### src/lcr_regs.vh
// Constants for the lane two and three control register bank
// Notes on behaviour
// - Polarity bit 0 set inverts that lane's receive data; resets to zero.
// - Bit 1 powers the lane down when set, normal when clear; resets zero.
// - Lane two sleep bit drives power-down vector index 2, lane three index 3.
// - Bit 2 is a read/write spare lane control bit resetting to one.
// - Lane three control word sits at byte offset 0x10, one word per lane.
// - First lane (lane two) control word sits at 0x0C, lanes spaced four bytes apart.
`ifndef LCR_REGS_VH
`define LCR_REGS_VH

`define LCR_ADDR_W        8
`define LCR_DATA_W        32
`define LCR_STRB_W        4
`define LCR_LANE_DATA_W   32
`define LCR_CTRL_W        3
`define LCR_LANE_CNT      2

`define LCR_OFFS_LANE_ONE   8'h08
`define LCR_OFFS_LANE_THREE 8'h10
`define LCR_LANE_STRIDE     8'h04
`define LCR_FIRST_LANE      2
`define LCR_BASE_LANE       1

`define LCR_BIT_INVERT  0
`define LCR_BIT_SLEEP   1
`define LCR_BIT_SPARE   2

`define LCR_RST_INVERT  1'b0
`define LCR_RST_SLEEP   1'b0
`define LCR_RST_SPARE   1'b1

`define LCR_PD_IDX_TWO    2
`define LCR_PD_IDX_THREE  3

`define LCR_WORD_ZERO   32'h0000_0000

`endif

### src/lcr_lane_cell.v
// One lane's control bits and its polarity-corrected receive stage
`timescale 1ns/10ps
`default_nettype none
`include "lcr_regs.vh"

module lcr_lane_cell (
  input  wire                          sys_clk,
  input  wire                          rst,
  input  wire                          wrEn,
  input  wire [`LCR_CTRL_W-1:0]        wrBits,
  output reg  [`LCR_CTRL_W-1:0]        ctrlBits,
  input  wire [`LCR_LANE_DATA_W-1:0]   rxData,
  input  wire                          rxValid,
  output reg  [`LCR_LANE_DATA_W-1:0]   rxDataOut,
  output reg                           rxValidOut
);

  always @(posedge sys_clk or posedge rst) begin
    if (rst) begin
      ctrlBits[`LCR_BIT_INVERT] <= `LCR_RST_INVERT;
      ctrlBits[`LCR_BIT_SLEEP]  <= `LCR_RST_SLEEP;
      ctrlBits[`LCR_BIT_SPARE]  <= `LCR_RST_SPARE;
    end else if (wrEn) begin
      ctrlBits <= wrBits;
    end
  end

  // Every data bit flips when the lane's pair is swapped on the board
  always @(posedge sys_clk or posedge rst) begin
    if (rst) begin
      rxDataOut  <= {`LCR_LANE_DATA_W{1'b0}};
      rxValidOut <= 1'b0;
    end else begin
      rxDataOut  <= rxData ^ {`LCR_LANE_DATA_W{ctrlBits[`LCR_BIT_INVERT]}};
      rxValidOut <= rxValid;
    end
  end

endmodule
`default_nettype wire

### src/lcr_lane_ctrl.v
// APB register bank and receive stage for lanes two and three
`timescale 1ns/10ps
`default_nettype none
`include "lcr_regs.vh"

module lcr_lane_ctrl (
  input  wire                          sys_clk,
  input  wire                          rst,
  input  wire                          psel,
  input  wire                          penable,
  input  wire                          pwrite,
  input  wire [`LCR_ADDR_W-1:0]        paddr,
  input  wire [`LCR_DATA_W-1:0]        pwdata,
  input  wire [`LCR_STRB_W-1:0]        pstrb,
  output reg                           pready,
  output reg  [`LCR_DATA_W-1:0]        prdata,
  output reg                           pslverr,
  input  wire [`LCR_LANE_DATA_W-1:0]   rxDataTwo,
  input  wire                          rxValidTwo,
  input  wire [`LCR_LANE_DATA_W-1:0]   rxDataThree,
  input  wire                          rxValidThree,
  output wire [`LCR_LANE_DATA_W-1:0]   rxFixedDataTwo,
  output wire                          rxFixedValidTwo,
  output wire [`LCR_LANE_DATA_W-1:0]   rxFixedDataThree,
  output wire                          rxFixedValidThree,
  output wire [`LCR_PD_IDX_THREE:`LCR_PD_IDX_TWO] lanePowerDown,
  output wire [`LCR_PD_IDX_THREE:`LCR_PD_IDX_TWO] laneSpare
);

  localparam [1:0] ST_IDLE   = 2'b01;
  localparam [1:0] ST_ANSWER = 2'b10;

  localparam LW = `LCR_LANE_DATA_W;
  localparam CW = `LCR_CTRL_W;
  localparam NL = `LCR_LANE_CNT;

  reg  [1:0]          state;
  reg  [1:0]          next_state;
  reg  [NL-1:0]       hitLatched;
  reg  [NL-1:0]       hitNow;
  reg  [`LCR_DATA_W-1:0] readWord;
  wire [NL*CW-1:0]    ctrlBus;
  wire [NL*LW-1:0]    rxInBus;
  wire [NL-1:0]       rxValidInBus;
  wire [NL*LW-1:0]    rxOutBus;
  wire [NL-1:0]       rxValidOutBus;
  wire                setupPhase;
  wire                accessDone;
  wire                writeTaken;
  integer             i;

  assign rxInBus      = {rxDataThree, rxDataTwo};
  assign rxValidInBus = {rxValidThree, rxValidTwo};

  assign setupPhase = psel && !penable;
  assign accessDone = (state == ST_ANSWER) && psel && penable && pready;
  // Only the low byte holds live bits, so its strobe gates the write
  assign writeTaken = accessDone && pwrite && pstrb[0];

  // Address decode: lane n lives at lane-one offset plus (n-1) words
  always @* begin
    hitNow = {NL{1'b0}};
    for (i = 0; i < NL; i = i + 1) begin
      if (paddr == `LCR_OFFS_LANE_ONE +
          (i[`LCR_ADDR_W-1:0] + `LCR_FIRST_LANE - `LCR_BASE_LANE) *
          `LCR_LANE_STRIDE) begin
        hitNow[i] = 1'b1;
      end
    end
  end

  // Read data assembled from the live control bits, upper bits zero
  always @* begin
    readWord = `LCR_WORD_ZERO;
    for (i = 0; i < NL; i = i + 1) begin
      if (hitNow[i]) begin
        readWord[CW-1:0] = ctrlBus[i*CW +: CW];
      end
    end
  end

  genvar g;
  generate
    for (g = 0; g < NL; g = g + 1) begin : gLane
      lcr_lane_cell uCell (
        .sys_clk    (sys_clk),
        .rst        (rst),
        .wrEn       (writeTaken && hitLatched[g]),
        .wrBits     (pwdata[CW-1:0]),
        .ctrlBits   (ctrlBus[g*CW +: CW]),
        .rxData     (rxInBus[g*LW +: LW]),
        .rxValid    (rxValidInBus[g]),
        .rxDataOut  (rxOutBus[g*LW +: LW]),
        .rxValidOut (rxValidOutBus[g])
      );
      assign lanePowerDown[`LCR_PD_IDX_TWO + g] =
        ctrlBus[g*CW + `LCR_BIT_SLEEP];
      assign laneSpare[`LCR_PD_IDX_TWO + g] =
        ctrlBus[g*CW + `LCR_BIT_SPARE];
    end
  endgenerate

  assign rxFixedDataTwo    = rxOutBus[LW-1:0];
  assign rxFixedDataThree  = rxOutBus[2*LW-1:LW];
  assign rxFixedValidTwo   = rxValidOutBus[0];
  assign rxFixedValidThree = rxValidOutBus[1];

  always @* begin
    case (state)
      ST_IDLE: begin
        next_state = setupPhase ? ST_ANSWER : ST_IDLE;
      end
      ST_ANSWER: begin
        next_state = (accessDone || !psel) ? ST_IDLE : ST_ANSWER;
      end
      default: begin
        next_state = ST_IDLE;
      end
    endcase
  end

  // Answer is registered at the setup edge, so every access completes with no wait state
  always @(posedge sys_clk or posedge rst) begin
    if (rst) begin
      state      <= ST_IDLE;
      hitLatched <= {NL{1'b0}};
      pready     <= 1'b0;
      prdata     <= `LCR_WORD_ZERO;
      pslverr    <= 1'b0;
    end else begin
      state <= next_state;
      case (state)
        ST_IDLE: begin
          if (setupPhase) begin
            hitLatched <= hitNow;
            pready     <= 1'b1;
            prdata     <= pwrite ? `LCR_WORD_ZERO : readWord;
            pslverr    <= ~|hitNow;
          end
        end
        ST_ANSWER: begin
          if (accessDone || !psel) begin
            hitLatched <= {NL{1'b0}};
            pready     <= 1'b0;
            pslverr    <= 1'b0;
          end
        end
        default: begin
          hitLatched <= {NL{1'b0}};
          pready     <= 1'b0;
          pslverr    <= 1'b0;
        end
      endcase
    end
  end

endmodule
`default_nettype wire

### config.mk
export PLATFORM = sky130hd
export DESIGN_NAME = lcr_lane_ctrl
export DESIGN_NICKNAME = d
export VERILOG_FILES = /design/src/lcr_lane_cell.v /design/src/lcr_lane_ctrl.v
export VERILOG_INCLUDE_DIRS = /design/src
export SDC_FILE = /design/constraint.sdc
export NUM_CORES = 1
export LEC_CHECK = 0
export ABC_AREA = 1
export BUFFER_PORTS_ARGS = -buffer_cell sky130_fd_sc_hd__buf_2
export CAP_MARGIN = 10
export CORE_MARGIN = 10
export CORE_UTILIZATION = 35
export CTS_CLUSTER_DIAMETER = 60
export DETAILED_ROUTE_END_ITERATION = 6
export PLACE_DENSITY = 0.69
export SLEW_MARGIN = 10
export SYNTH_ARGS = -nofsm -noshare
export SYNTH_HDL_FRONTEND = slang
export SYNTH_SLANG_ARGS = --single-unit
### constraint.sdc
create_clock -name sys_clk -period 2.45 [get_ports sys_clk]
set_input_delay 0 -clock sys_clk [delete_from_list [all_inputs] [get_ports sys_clk]]
set_output_delay 0 -clock sys_clk [all_outputs]
set_load 0.01 [all_outputs]
Yosys cells after proc, flatten, opt, wreduce, memory -nomap -nowiden

Index checks and enable logic that the tools add are counted.

Flip-flop bits (word level): 110
Output and inout port bits: 104
Word-level logic and storage cells: 50

Equality and inequality tests: 6
Muxes and demuxes: 16
Bitwise operators: 2
Reduce and logical (&&, ||, !) cells: 15

Operators by type and width:

| cell                                                                     | number |
|---|---|
| 32-bit bitwise XOR                                                       | 2 |
| 3-bit two-way mux                                                        | 3 |
| 8-bit by 4-bit == test with 1-bit output (second input constant)         | 1 |
| 8-bit by 5-bit == test with 1-bit output (second input constant)         | 1 |
| 1-bit logical AND                                                        | 8 |
| 2-bit two-way mux                                                        | 4 |
| 2-bit case mux with 2 select lines                                       | 2 |
| 1-bit two-way mux                                                        | 5 |
| 1-bit case mux with 2 select lines                                       | 2 |
| 2-bit AND reduction                                                      | 2 |
| 1-bit zero test                                                          | 3 |
| 2-bit by 1-bit == test with 1-bit output (second input constant)         | 1 |
| 2-bit == test (second input constant)                                    | 1 |
| 2-bit by 1-bit inequality test with 1-bit output (second input constant) | 1 |
| 2-bit inequality test (second input constant)                            | 1 |
| 2-bit OR reduction                                                       | 1 |
| 1-bit logical OR                                                         | 1 |

Longest topological paths before layout

Gate-level depths: netlist of the first run.

Depth in word-level cells: 7
Depth in mapped cells: 7

Modules after synthesis

From an unflattened synthesis of the first run, not the netlist that was laid out.

Cell total of the unflattened synthesis: 476
Area total of the unflattened synthesis: 3,885.0 um2

By module, submodules not included:

| module        | times used | cells each | area an instance (um2) |
|---|---|---|---|
| lcr_lane_cell | 2          | 183        | 1,540.2 |
| lcr_lane_ctrl | 1          | 110        | 804.5 |

Worst setup path after synthesis of the first run

Ideal clock, no wire load.

Path type: register -> register
From: register state[0]
To: register hitLatched[0]
Data arrival time: 1.069 ns
Data required time: 2.324 ns
Setup slack: 1.255 ns
Cell stages (with the launch flop): 7
Buffers on the path: 0
Period minus slack after synthesis: 1.195 ns
Path through: dfstp_2 -> inv_1 -> ha_1 -> nand3_1 -> nand2_1 -> nand2_1 -> o21ai_0

Longest elaborated chain between the ends: 7

Ends and longest elaborated chain:

| element                                                    | line                                    | source |
|---|---|---|
| from (decl)                                                | lcr_lane_ctrl.v:37                      | `reg [1:0] state;` |
| from (signal assigned)                                     | lcr_lane_ctrl.v:131                     | `state <= next_state;` |
| 2-bit == test                                              | lcr_lane_ctrl.v:56, lcr_lane_ctrl.v:132 |  |
| 1-bit logical AND (3 in a row)                             | lcr_lane_ctrl.v:56                      | `assign accessDone = (state == ST_ANSWER) && psel && penable && pready;` |
| 1-bit logical OR                                           | lcr_lane_ctrl.v:142                     | `if (accessDone \|\| !psel) begin` |
| 2-bit by 1-bit inequality test with 1-bit output (no line) | -                                       |  |
| 2-bit AND reduction (no line)                              | -                                       |  |
| to (signal assigned)                                       | lcr_lane_ctrl.v:135                     | `hitLatched <= hitNow;` |
| to (signal assigned)                                       | lcr_lane_ctrl.v:143                     | `hitLatched <= {NL{1'b0}};` |
| to (signal assigned)                                       | lcr_lane_ctrl.v:149                     | `hitLatched <= {NL{1'b0}};` |
| to (decl)                                                  | lcr_lane_ctrl.v:39                      | `reg [NL-1:0] hitLatched;` |

Parallel ways exist; a longest one is shown, timed or not.
A chain may end at the register's enable or synchronous reset.

Worst setup path in the final report of the first run

From: register gLane[0].uCell.ctrlBits[0]
To: register gLane[0].uCell.rxDataOut[20]

Longest elaborated chain between the ends: 1

Ends and longest elaborated chain:

| element                           | line               | source |
|---|---|---|
| from (decl)                       | lcr_lane_cell.v:11 | `` output reg [`LCR_CTRL_W-1:0] ctrlBits, `` |
| from (signal, indexed assignment) | lcr_lane_cell.v:20 | `` ctrlBits[`LCR_BIT_INVERT] <= `LCR_RST_INVERT; `` |
| from (signal, indexed assignment) | lcr_lane_cell.v:21 | `` ctrlBits[`LCR_BIT_SLEEP] <= `LCR_RST_SLEEP; `` |
| from (signal, indexed assignment) | lcr_lane_cell.v:22 | `` ctrlBits[`LCR_BIT_SPARE] <= `LCR_RST_SPARE; `` |
| 32-bit bitwise XOR                | lcr_lane_cell.v:34 | `` rxDataOut <= rxData ^ {`LCR_LANE_DATA_W{ctrlBits[`LCR_BIT_INVERT]}}; `` |
| to (signal assigned)              | lcr_lane_cell.v:31 | `` rxDataOut <= {`LCR_LANE_DATA_W{1'b0}}; `` |
| to (signal assigned)              | lcr_lane_cell.v:34 |  |
| to (decl)                         | lcr_lane_cell.v:14 | `` output reg [`LCR_LANE_DATA_W-1:0] rxDataOut, `` |

Every way passes these cells.

==> results of run 1 <==
metal layers:
layer / global-route usage [%] / part of all wire (%) / vias up
met5: 0 / 0 / -
met4: 3.246 / 0.96 / 0
met3: 5.036 / 6.5 / 8
met2: 22.52 / 49 / 127
met1: 15.96 / 43 / 1219
li1: - / - / 1225
cell families (layout without fill, tap and decap cells):
| logic type | after synthesis | after routing |
|---|---|---|
| AO/OA/AOI/OAI | 12 | 12 |
| adder cells (fa/ha/maj) | 2 | 2 |
| XOR/XNOR | 64 | 64 |
| other | 1 | 29 |
| buffers and inverters | 57 | 265 |
| flip-flops | 81 | 81 |
| AND/OR/NAND/NOR | 54 | 54 |
registers in the layout, summed over array words and instances, names as in the netlist:
signal,cells
gLane.uCell.rxDataOut,64
pready,1
state,2
gLane.uCell.ctrlBits,6
prdata,3
gLane.uCell.rxValidOut,2
hitLatched,2
pslverr,1
path summary, 6_finish.rpt:
kind | start | endpoint | slack (ns) | cells past startpoint
worst max-delay path | gLane[0].uCell.ctrlBits[0]$_DFFE_PP0P_ | gLane[0].uCell.rxDataOut[20]$_DFF_PP0_ | 1.04 | 2
worst min-delay path | pstrb[0] | gLane[0].uCell.ctrlBits[2]$_DFFE_PP1P_ | 0.05 | 5
worst max register to register | gLane[0].uCell.ctrlBits[0]$_DFFE_PP0P_ | gLane[0].uCell.rxDataOut[20]$_DFF_PP0_ | 1.04 | 2
worst min register to register | gLane[0].uCell.ctrlBits[2]$_DFFE_PP1P_ | gLane[0].uCell.ctrlBits[2]$_DFFE_PP1P_ | 0.48 | 2
max in group asynchronous | rst | state[0]$_DFF_PP1_ | 1.55 | 4
min in group asynchronous | rst | gLane[0].uCell.rxDataOut[31]$_DFF_PP0_ | 0.20 | 3
power breakdown:
part	leakage (nW)	switching [mW]	total, mW	internal (mW)
clock network	0.0822	0.498	0.872	0.374
registers	0.962	0.0303	1.45	1.42
logic	1.69	0.246	0.478	0.232
total	2.73	0.774	2.80	2.03
worst register-to-register path, cell delays in order (launching register included):
cell     delay (ns)
dfrtp_2        0.77
buf_4          0.37
xor2_1         0.19
timing repair:
| action | 4_1_cts | 5_1_grt |
|---|---|---|
| setup buffers | 0 | 0 |
| hold buffers | 73 | 0 |
| endpoints found under the hold margin | 104 | 0 |
metrics by stage:
step,total power [mW],hold slack [ns],instances
floorplan,1.705,0.03143,299
global placement,1.850,0.02857,547
detailed placement,1.866,0.04633,547
CTS,2.853,0.04136,636
global route,2.964,0.07825,636
finish,2.802,0.05277,636
final cells by class:
cell class                      instances  area, µm²
Tap cell                              129      161.4
Sequential cell                        81       2033
Clock inverter                          7      53.80
Timing Repair Buffer                  233       1551
Multi-Input combinational cell        161       1022
Inverter                               16      61.31
Fill cell                             787       4233
Clock buffer                            9      123.9
cells in the mapped netlist:
cell | n | area share, %
nand2_2 | 4 | 0.75
nor2_1 | 1 | 0.11
dfstp_2 | 3 | 2.4
ha_1 | 2 | 0.75
o21ai_0 | 2 | 0.30
xor2_1 | 64 | 17
dfrtp_1 | 78 | 59
nor2_2 | 4 | 0.75
nand3_2 | 2 | 0.60
nand3b_1 | 4 | 0.90
buf_4 | 36 | 8.1
inv_2 | 2 | 0.23
buf_6 | 5 | 1.7
inv_1 | 14 | 1.6
o21ai_1 | 9 | 1.4
nand3_1 | 8 | 1.2
nand2_1 | 30 | 3.4
nor2_4 | 1 | 0.34
conb_1 | 1 | 0.11
a21oi_1 | 1 | 0.15
layout by cell type (no fill, tap or decap):
cell / n
dfstp_2: 3
inv_6: 2
nor2_2: 4
o21ai_0: 2
clkinv_2: 2
a21oi_1: 1
conb_1: 29
inv_1: 13
buf_12: 1
nand2_1: 30
nor2_1: 1
dfrtp_2: 2
clkinv_4: 1
dfrtp_1: 76
nand3b_1: 4
inv_2: 2
clkinvlp_4: 3
clkbuf_8: 9
nor2_4: 1
xor2_1: 64
ha_1: 2
nand3_2: 2
buf_4: 2
o21ai_1: 9
nand3_1: 8
dlygate4sd3_1: 73
nand2_2: 4
buf_2: 157
==> results.sh, run 1 <==
export IMPL_design_area_um2=5007
export IMPL_grt_usage_pct=13.46
export IMPL_via_per_inst=4.055
export IMPL_nets=619
export IMPL_power_leakage_nw=2.730
export IMPL_ys_seq_area_share_pct=60.90
export IMPL_synth_seq_cells=81
export IMPL_clockBufferDepth=2
export IMPL_syn_area_um2=3334
export IMPL_final_util_pct=54.19
export IMPL_grt_max_degree=55
export IMPL_yosys_area_share_simple_pct=8.030
export IMPL_layout_setup_ws_ns=1.043
export IMPL_drt_iter0_markers=137
export IMPL_yosys_warnings=0
export IMPL_clock_skew_ns=0.007167
export IMPL_critPathMaxFanout=22
export IMPL_placed_area_um2=4099
export IMPL_clock_sink_count=81
export IMPL_critPathMaxStageDelay_ns=0.77
export IMPL_max_freq_ghz=0.7109
export IMPL_clk_pin_slew_ns=0.09
export IMPL_finalCriticalPeriod_ns=1.407
export IMPL_report_final_slew_viol_count=0
export IMPL_path_buf_inv=1
export IMPL_rows=35
export IMPL_drc_errors=0
export IMPL_clock_latency_ns=0.35
export IMPL_path_class="reg2reg"
export IMPL_dpl_hpwl_mm=6.654
export IMPL_vias=2579
export IMPL_synth_top_family_by_area="XOR/XNOR gates"
export IMPL_cp_slowest_cell="dfrtp_2"
export IMPL_routed_wl_mm=9.236
export IMPL_overflow=0
export IMPL_grt_setup_unrepaired="no"
export IMPL_cp_start_kind="flip-flop"
export IMPL_synth_cells=271
export IMPL_synthMuxAreaShare_pct=0
export IMPL_globalplace_congestion=0.7431
export IMPL_worst_pin_slew_ns=0.6181
export IMPL_dieArea_um2=13830
export IMPL_root_buffer="clkbuf_8"
export IMPL_initial_core_util_pct=36.09
export IMPL_avgSynthCellArea_um2=12.30
export IMPL_fin_setup_tns_ns=0
export IMPL_status="finished, final reports clean"
export IMPL_tritoncts="built"
export IMPL_antenna_found_initial=0
export IMPL_period_share_pct=57.42
export IMPL_critPathArrivalTime_ns=1.67
export IMPL_fp_dieH_um=117.6
export IMPL_synth_compound_area_share_pct=1.801
export IMPL_first_pass_iters=4
export IMPL_core_area_um2=9240
export IMPL_drive_gt1_share_pct=38.46
export IMPL_htreeDepth=3
export IMPL_ys_types=20
export IMPL_hold_path_class="in2reg"
export IMPL_synth_xor_area_share_pct=16.81
export IMPL_portBuffers=157
export IMPL_p_per_area_nw_per_um2=559.7
export IMPL_ios=219
export IMPL_required_ns=2.71
export IMPL_place_worst_setup_slack_ns=1.033
export IMPL_relSlewSlack_pct=58.79
export IMPL_wl_per_cell_um=14.52
export IMPL_synth_adder_area_share_pct=0.7505
export IMPL_chipWidth_um=117.6
export IMPL_area_delta_synth_final_pct=50.17
export IMPL_antenna_cells=0
export IMPL_cts_resized=0
export IMPL_grt_pass1_vias=2910
export IMPL_critical_path_top_delay_family="flip-flops"
export IMPL_cap_violations=0
export IMPL_setup_viol=0
export IMPL_numCtsBuffers=9
export IMPL_ant_nets=0
export IMPL_hold_viol=0
export IMPL_path_cells="buf_4, xor2_1"
export IMPL_grt_pass1_wl_mm=15.12
export IMPL_endpoint_kind="flip-flop"
export IMPL_peakVddDrop_mv=0.2738
(Power assumes the default switching activity.)
==> inputs of run 2 (changes only) <==
--- a/config.mk
+++ b/config.mk
@@ -6,14 +6,14 @@
 export SDC_FILE = /design/constraint.sdc
 export NUM_CORES = 1
 export LEC_CHECK = 0
-export ABC_AREA = 1
+export ABC_AREA = 0
 export BUFFER_PORTS_ARGS = -buffer_cell sky130_fd_sc_hd__buf_2
 export CAP_MARGIN = 10
 export CORE_MARGIN = 10
 export CORE_UTILIZATION = 35
 export CTS_CLUSTER_DIAMETER = 60
 export DETAILED_ROUTE_END_ITERATION = 6
-export PLACE_DENSITY = 0.69
+export PLACE_DENSITY = 0.72
 export SLEW_MARGIN = 10
 export SYNTH_ARGS = -nofsm -noshare
 export SYNTH_HDL_FRONTEND = slang
==> constraint.sdc (replaced) <==
create_clock -name sys_clk -period 1.2 [get_ports sys_clk]
set_input_delay 0 -clock sys_clk [delete_from_list [all_inputs] [get_ports sys_clk]]
set_output_delay 0 -clock sys_clk [all_outputs]
set_load 0.01 [all_outputs]
==> results.sh, run 2 <==
export IMPL_final_common_cell="buf_2"
export IMPL_ant_nets=0
export IMPL_drc_errors=0
export IMPL_clock_power_share_pct=32.8
export IMPL_largest_reg_flops=64
export IMPL_required_ns=1.43
export IMPL_ios=219
export IMPL_dieArea_um2=13530
export IMPL_finalCriticalPeriod_ns=1.586
export IMPL_grt_usage_pct=13.92
export IMPL_period_share_pct=132.2
export IMPL_clk_pin_slew_ns=0.08
export IMPL_clockBufferDepth=2
export IMPL_drt_iter0_markers=93
export IMPL_vias=2546
export IMPL_htreeDepth=3
export IMPL_routed_wl_mm=9.664
export IMPL_yosysTopAreaCell="dfrtp_1"
export IMPL_dpl_hpwl_mm=6.518
export IMPL_placed_area_um2=4187
export IMPL_cap_violations=0
export IMPL_clock_latency_ns=0.34
export IMPL_ys_flop_type="dfrtp_1"
export IMPL_synth_area_leaders="dfrtp_1 60%, xor2_1 17%, buf_4 7.6%"
export IMPL_hold_end="hitLatched[1]$_DFFE_PP0P_"
export IMPL_path_cells="inv_1, ha_4, nand3b_1, buf_4, nor4_2, buf_4, a221o_1"
export IMPL_synth_cells=238
export IMPL_critical_path_top_delay_family="flip-flops"
export IMPL_async_flop_share_pct=100.0
export IMPL_regArea_um2=2033
export IMPL_portBuffers=157
export IMPL_critPathArrivalTime_ns=1.81
export IMPL_seqPwrFrac_pct=45.2
export IMPL_clock_skew_ns=0.009609
export IMPL_endpoint_kind="flip-flop"
export IMPL_synth_top_family_by_area="XOR/XNOR gates"
export IMPL_synth_edff_count=0
export IMPL_reg_top3="gLane.uCell.rxDataOut (64), gLane.uCell.ctrlBits (6), prdata (3)"
export IMPL_globalplace_congestion=0.8079
export IMPL_synth_top_area_share_pct=60.09
export IMPL_r2r_end="prdata[0]$_DFFE_PP0P_"
export IMPL_cp_slowest_cell="dfrtp_1"
export IMPL_switchingPower_mw=1.724
export IMPL_synth_xor_area_share_pct=17.26
export IMPL_first_pass_iters=4
export IMPL_chipWidth_um=116.3
export IMPL_grt_pass1_vias=2884
export IMPL_max_freq_ghz=0.6305
export IMPL_synth_seq_cells=81
export IMPL_worstSetupStartpoint="state[1]$_DFF_PP0_"
export IMPL_initial_core_util_pct=35.49
export IMPL_area_delta_synth_final_pct=62.83
export IMPL_r2r_start="state[1]$_DFF_PP0_"
export IMPL_tritoncts="built"
export IMPL_avgSynthCellArea_um2=13.65
export IMPL_grt_pass1_wl_mm=14.67
export IMPL_syn_area_um2=3248
export IMPL_report_final_slew_viol_count=0
export IMPL_ff2ff_setup_slack_ns=-0.39
export IMPL_mostFrequentLayoutCells="157 x buf_2, 76 x dfrtp_1, 73 x dlygate4sd3_1"
export IMPL_rows=35
export IMPL_reg2regPathDepth=7
export IMPL_timing_hold_ws_ns=0.05493
export IMPL_hold_depth=3
export IMPL_cpMostUsedCell="buf_4"
export IMPL_design_area_um2=5289
export IMPL_antenna_cells=0
export IMPL_synth_adder_area_share_pct=0.7704
export IMPL_grt_setup_unrepaired="yes"
export IMPL_drive_gt1_share_pct=45.29
export IMPL_ys_types=33
export IMPL_pwr_share_comb_pct=22.0
export IMPL_fill_cells=732
export IMPL_nets=601
export IMPL_critPathMaxStageDelay_ns=0.40
export IMPL_violations="setup timing"
export IMPL_numCtsBuffers=9
export IMPL_p_sw_share_pct=26.18
export IMPL_path_buf_inv=3
export IMPL_path_class="reg2reg"
export IMPL_hold_path_class="in2reg"
export IMPL_layout_setup_ws_ns=-0.3860
export IMPL_wl_per_cell_um=16.13
export IMPL_clock_sink_count=81
export IMPL_top_register="gLane.uCell.rxDataOut"
export IMPL_fp_dieH_um=116.3
export IMPL_p_int_mw=4.860
export IMPL_peakVddDrop_mv=0.7868
export IMPL_synth_compound_area_share_pct=2.735
export IMPL_yosys_warnings=0
export IMPL_synthMuxAreaShare_pct=2.080
export IMPL_multi_input_area_um2=1147
export IMPL_netlist_top_cells_count="78 x dfrtp_1, 64 x xor2_1, 33 x buf_4, 7 x inv_1"
export IMPL_overflow=0
export IMPL_yosysMostFrequentCell="dfrtp_1"
export IMPL_core_area_um2=9153
export IMPL_yosys_area_share_simple_pct=4.815
export IMPL_status="complete, but fails checks"
export IMPL_root_buffer="clkbuf_8"
export IMPL_setup_viol=15
export IMPL_ys_seq_area_share_pct=62.52
export IMPL_critPathMaxFanout=4
export IMPL_cp_start_kind="flip-flop"
export IMPL_antenna_found_initial=0
export IMPL_grt_max_degree=82
export IMPL_power_leakage_nw=2.804
export IMPL_via_per_inst=4.250
export IMPL_hold_viol=0
export IMPL_p_per_area_nw_per_um2=1245
export IMPL_min_from="paddr[1]"
==> run 2: cell count changes in the layout (fill, tap and decap cells not counted), moves of 3 or more <==
cell / change
mux2_4: +6
o21ai_1: -8
nand2_2: -4
a221o_1: +3
nand3_1: -8
nand2_1: -29
nor2_2: -4
buf_6: +7
buf_4: +7
inv_1: -8
==> run 2: how the worst max path moves through the flow <==
stage                                end  cells past startpoint
2_1_floorplan  hitLatched[1]$_DFFE_PP0P_                      4
5_1_grt            prdata[0]$_DFFE_PP0P_                      6
3_3_place_gp       prdata[2]$_DFFE_PP0P_                      6
3_5_place_dp   hitLatched[1]$_DFFE_PP0P_                      4
6_report           prdata[0]$_DFFE_PP0P_                      7
4_1_cts            prdata[0]$_DFFE_PP0P_                      5
==> run 2: cell families after synthesis <==
family | after synthesis
compound gates | 12
simple gates | 23
buf+inv | 49
mux | 6
flops | 81
xor+xnor | 64
other cells | 1
fa+ha+maj | 2
==> run 2: metal layers <==
| metal | vias to the layer above | track usage [%] | wire length (µm) |
|---|---|---|---|
| met3 | 14 | 5.650 | 856 |
| met4 | 0 | 4.837 | 207 |
| li1 | 1190 | - | - |
| met1 | 1215 | 14.75 | 3642 |
| met5 | - | 0 | 0 |
| met2 | 127 | 24.43 | 4957 |
==> run 2: repair_timing <==
item	in CTS	in global routing
endpoints found under the hold margin	152	0
endpoints found under the setup margin	15	15
gates cloned	0	0
gates resized for setup	20	7
pin swaps	14	3
setup buffers	5	2
hold buffers	73	0
==> run 2: stage by stage <==
stage                     TNS (ns)  cells  setup WS (ns)  utilization [%]  power (mW)
after floorplan             -3.526    266        -0.4047                -       3.553
after global placement      -3.448    505        -0.3430            45.74       3.960
after detailed placement    -3.880    505        -0.3859            45.74       3.997
after CTS                   -3.896    598        -0.3285            57.44       6.550
after global routing        -4.872    599        -0.4265            57.79       6.917
final                       -4.392    599        -0.3860            57.79       6.584
==> run 2: worst min-delay path: stages <==
cell	delay (ns)
buf_2	0.15
or4_1	0.13
o22ai_1	0.07
==> run 2: final cells by class <==
cell class | count | share of cell area, %
Sequential cell | 81 | 38.44
Clock inverter | 6 | 1.751
Clock buffer | 9 | 2.342
Tap cell | 111 | 2.626
Multi-Input combinational cell | 136 | 21.69
Timing Repair Buffer | 249 | 32.58
Inverter | 7 | 0.5678
==> run 2: power groups by stage <==
stage	registers [mW]	logic (mW)	clock network, mW
floorplan	3.10	0.449	0
global placement	3.01	0.947	0
detailed placement	3.02	0.977	0
CTS	2.97	1.33	2.24
global route	2.99	1.56	2.37
finish	2.98	1.45	2.16
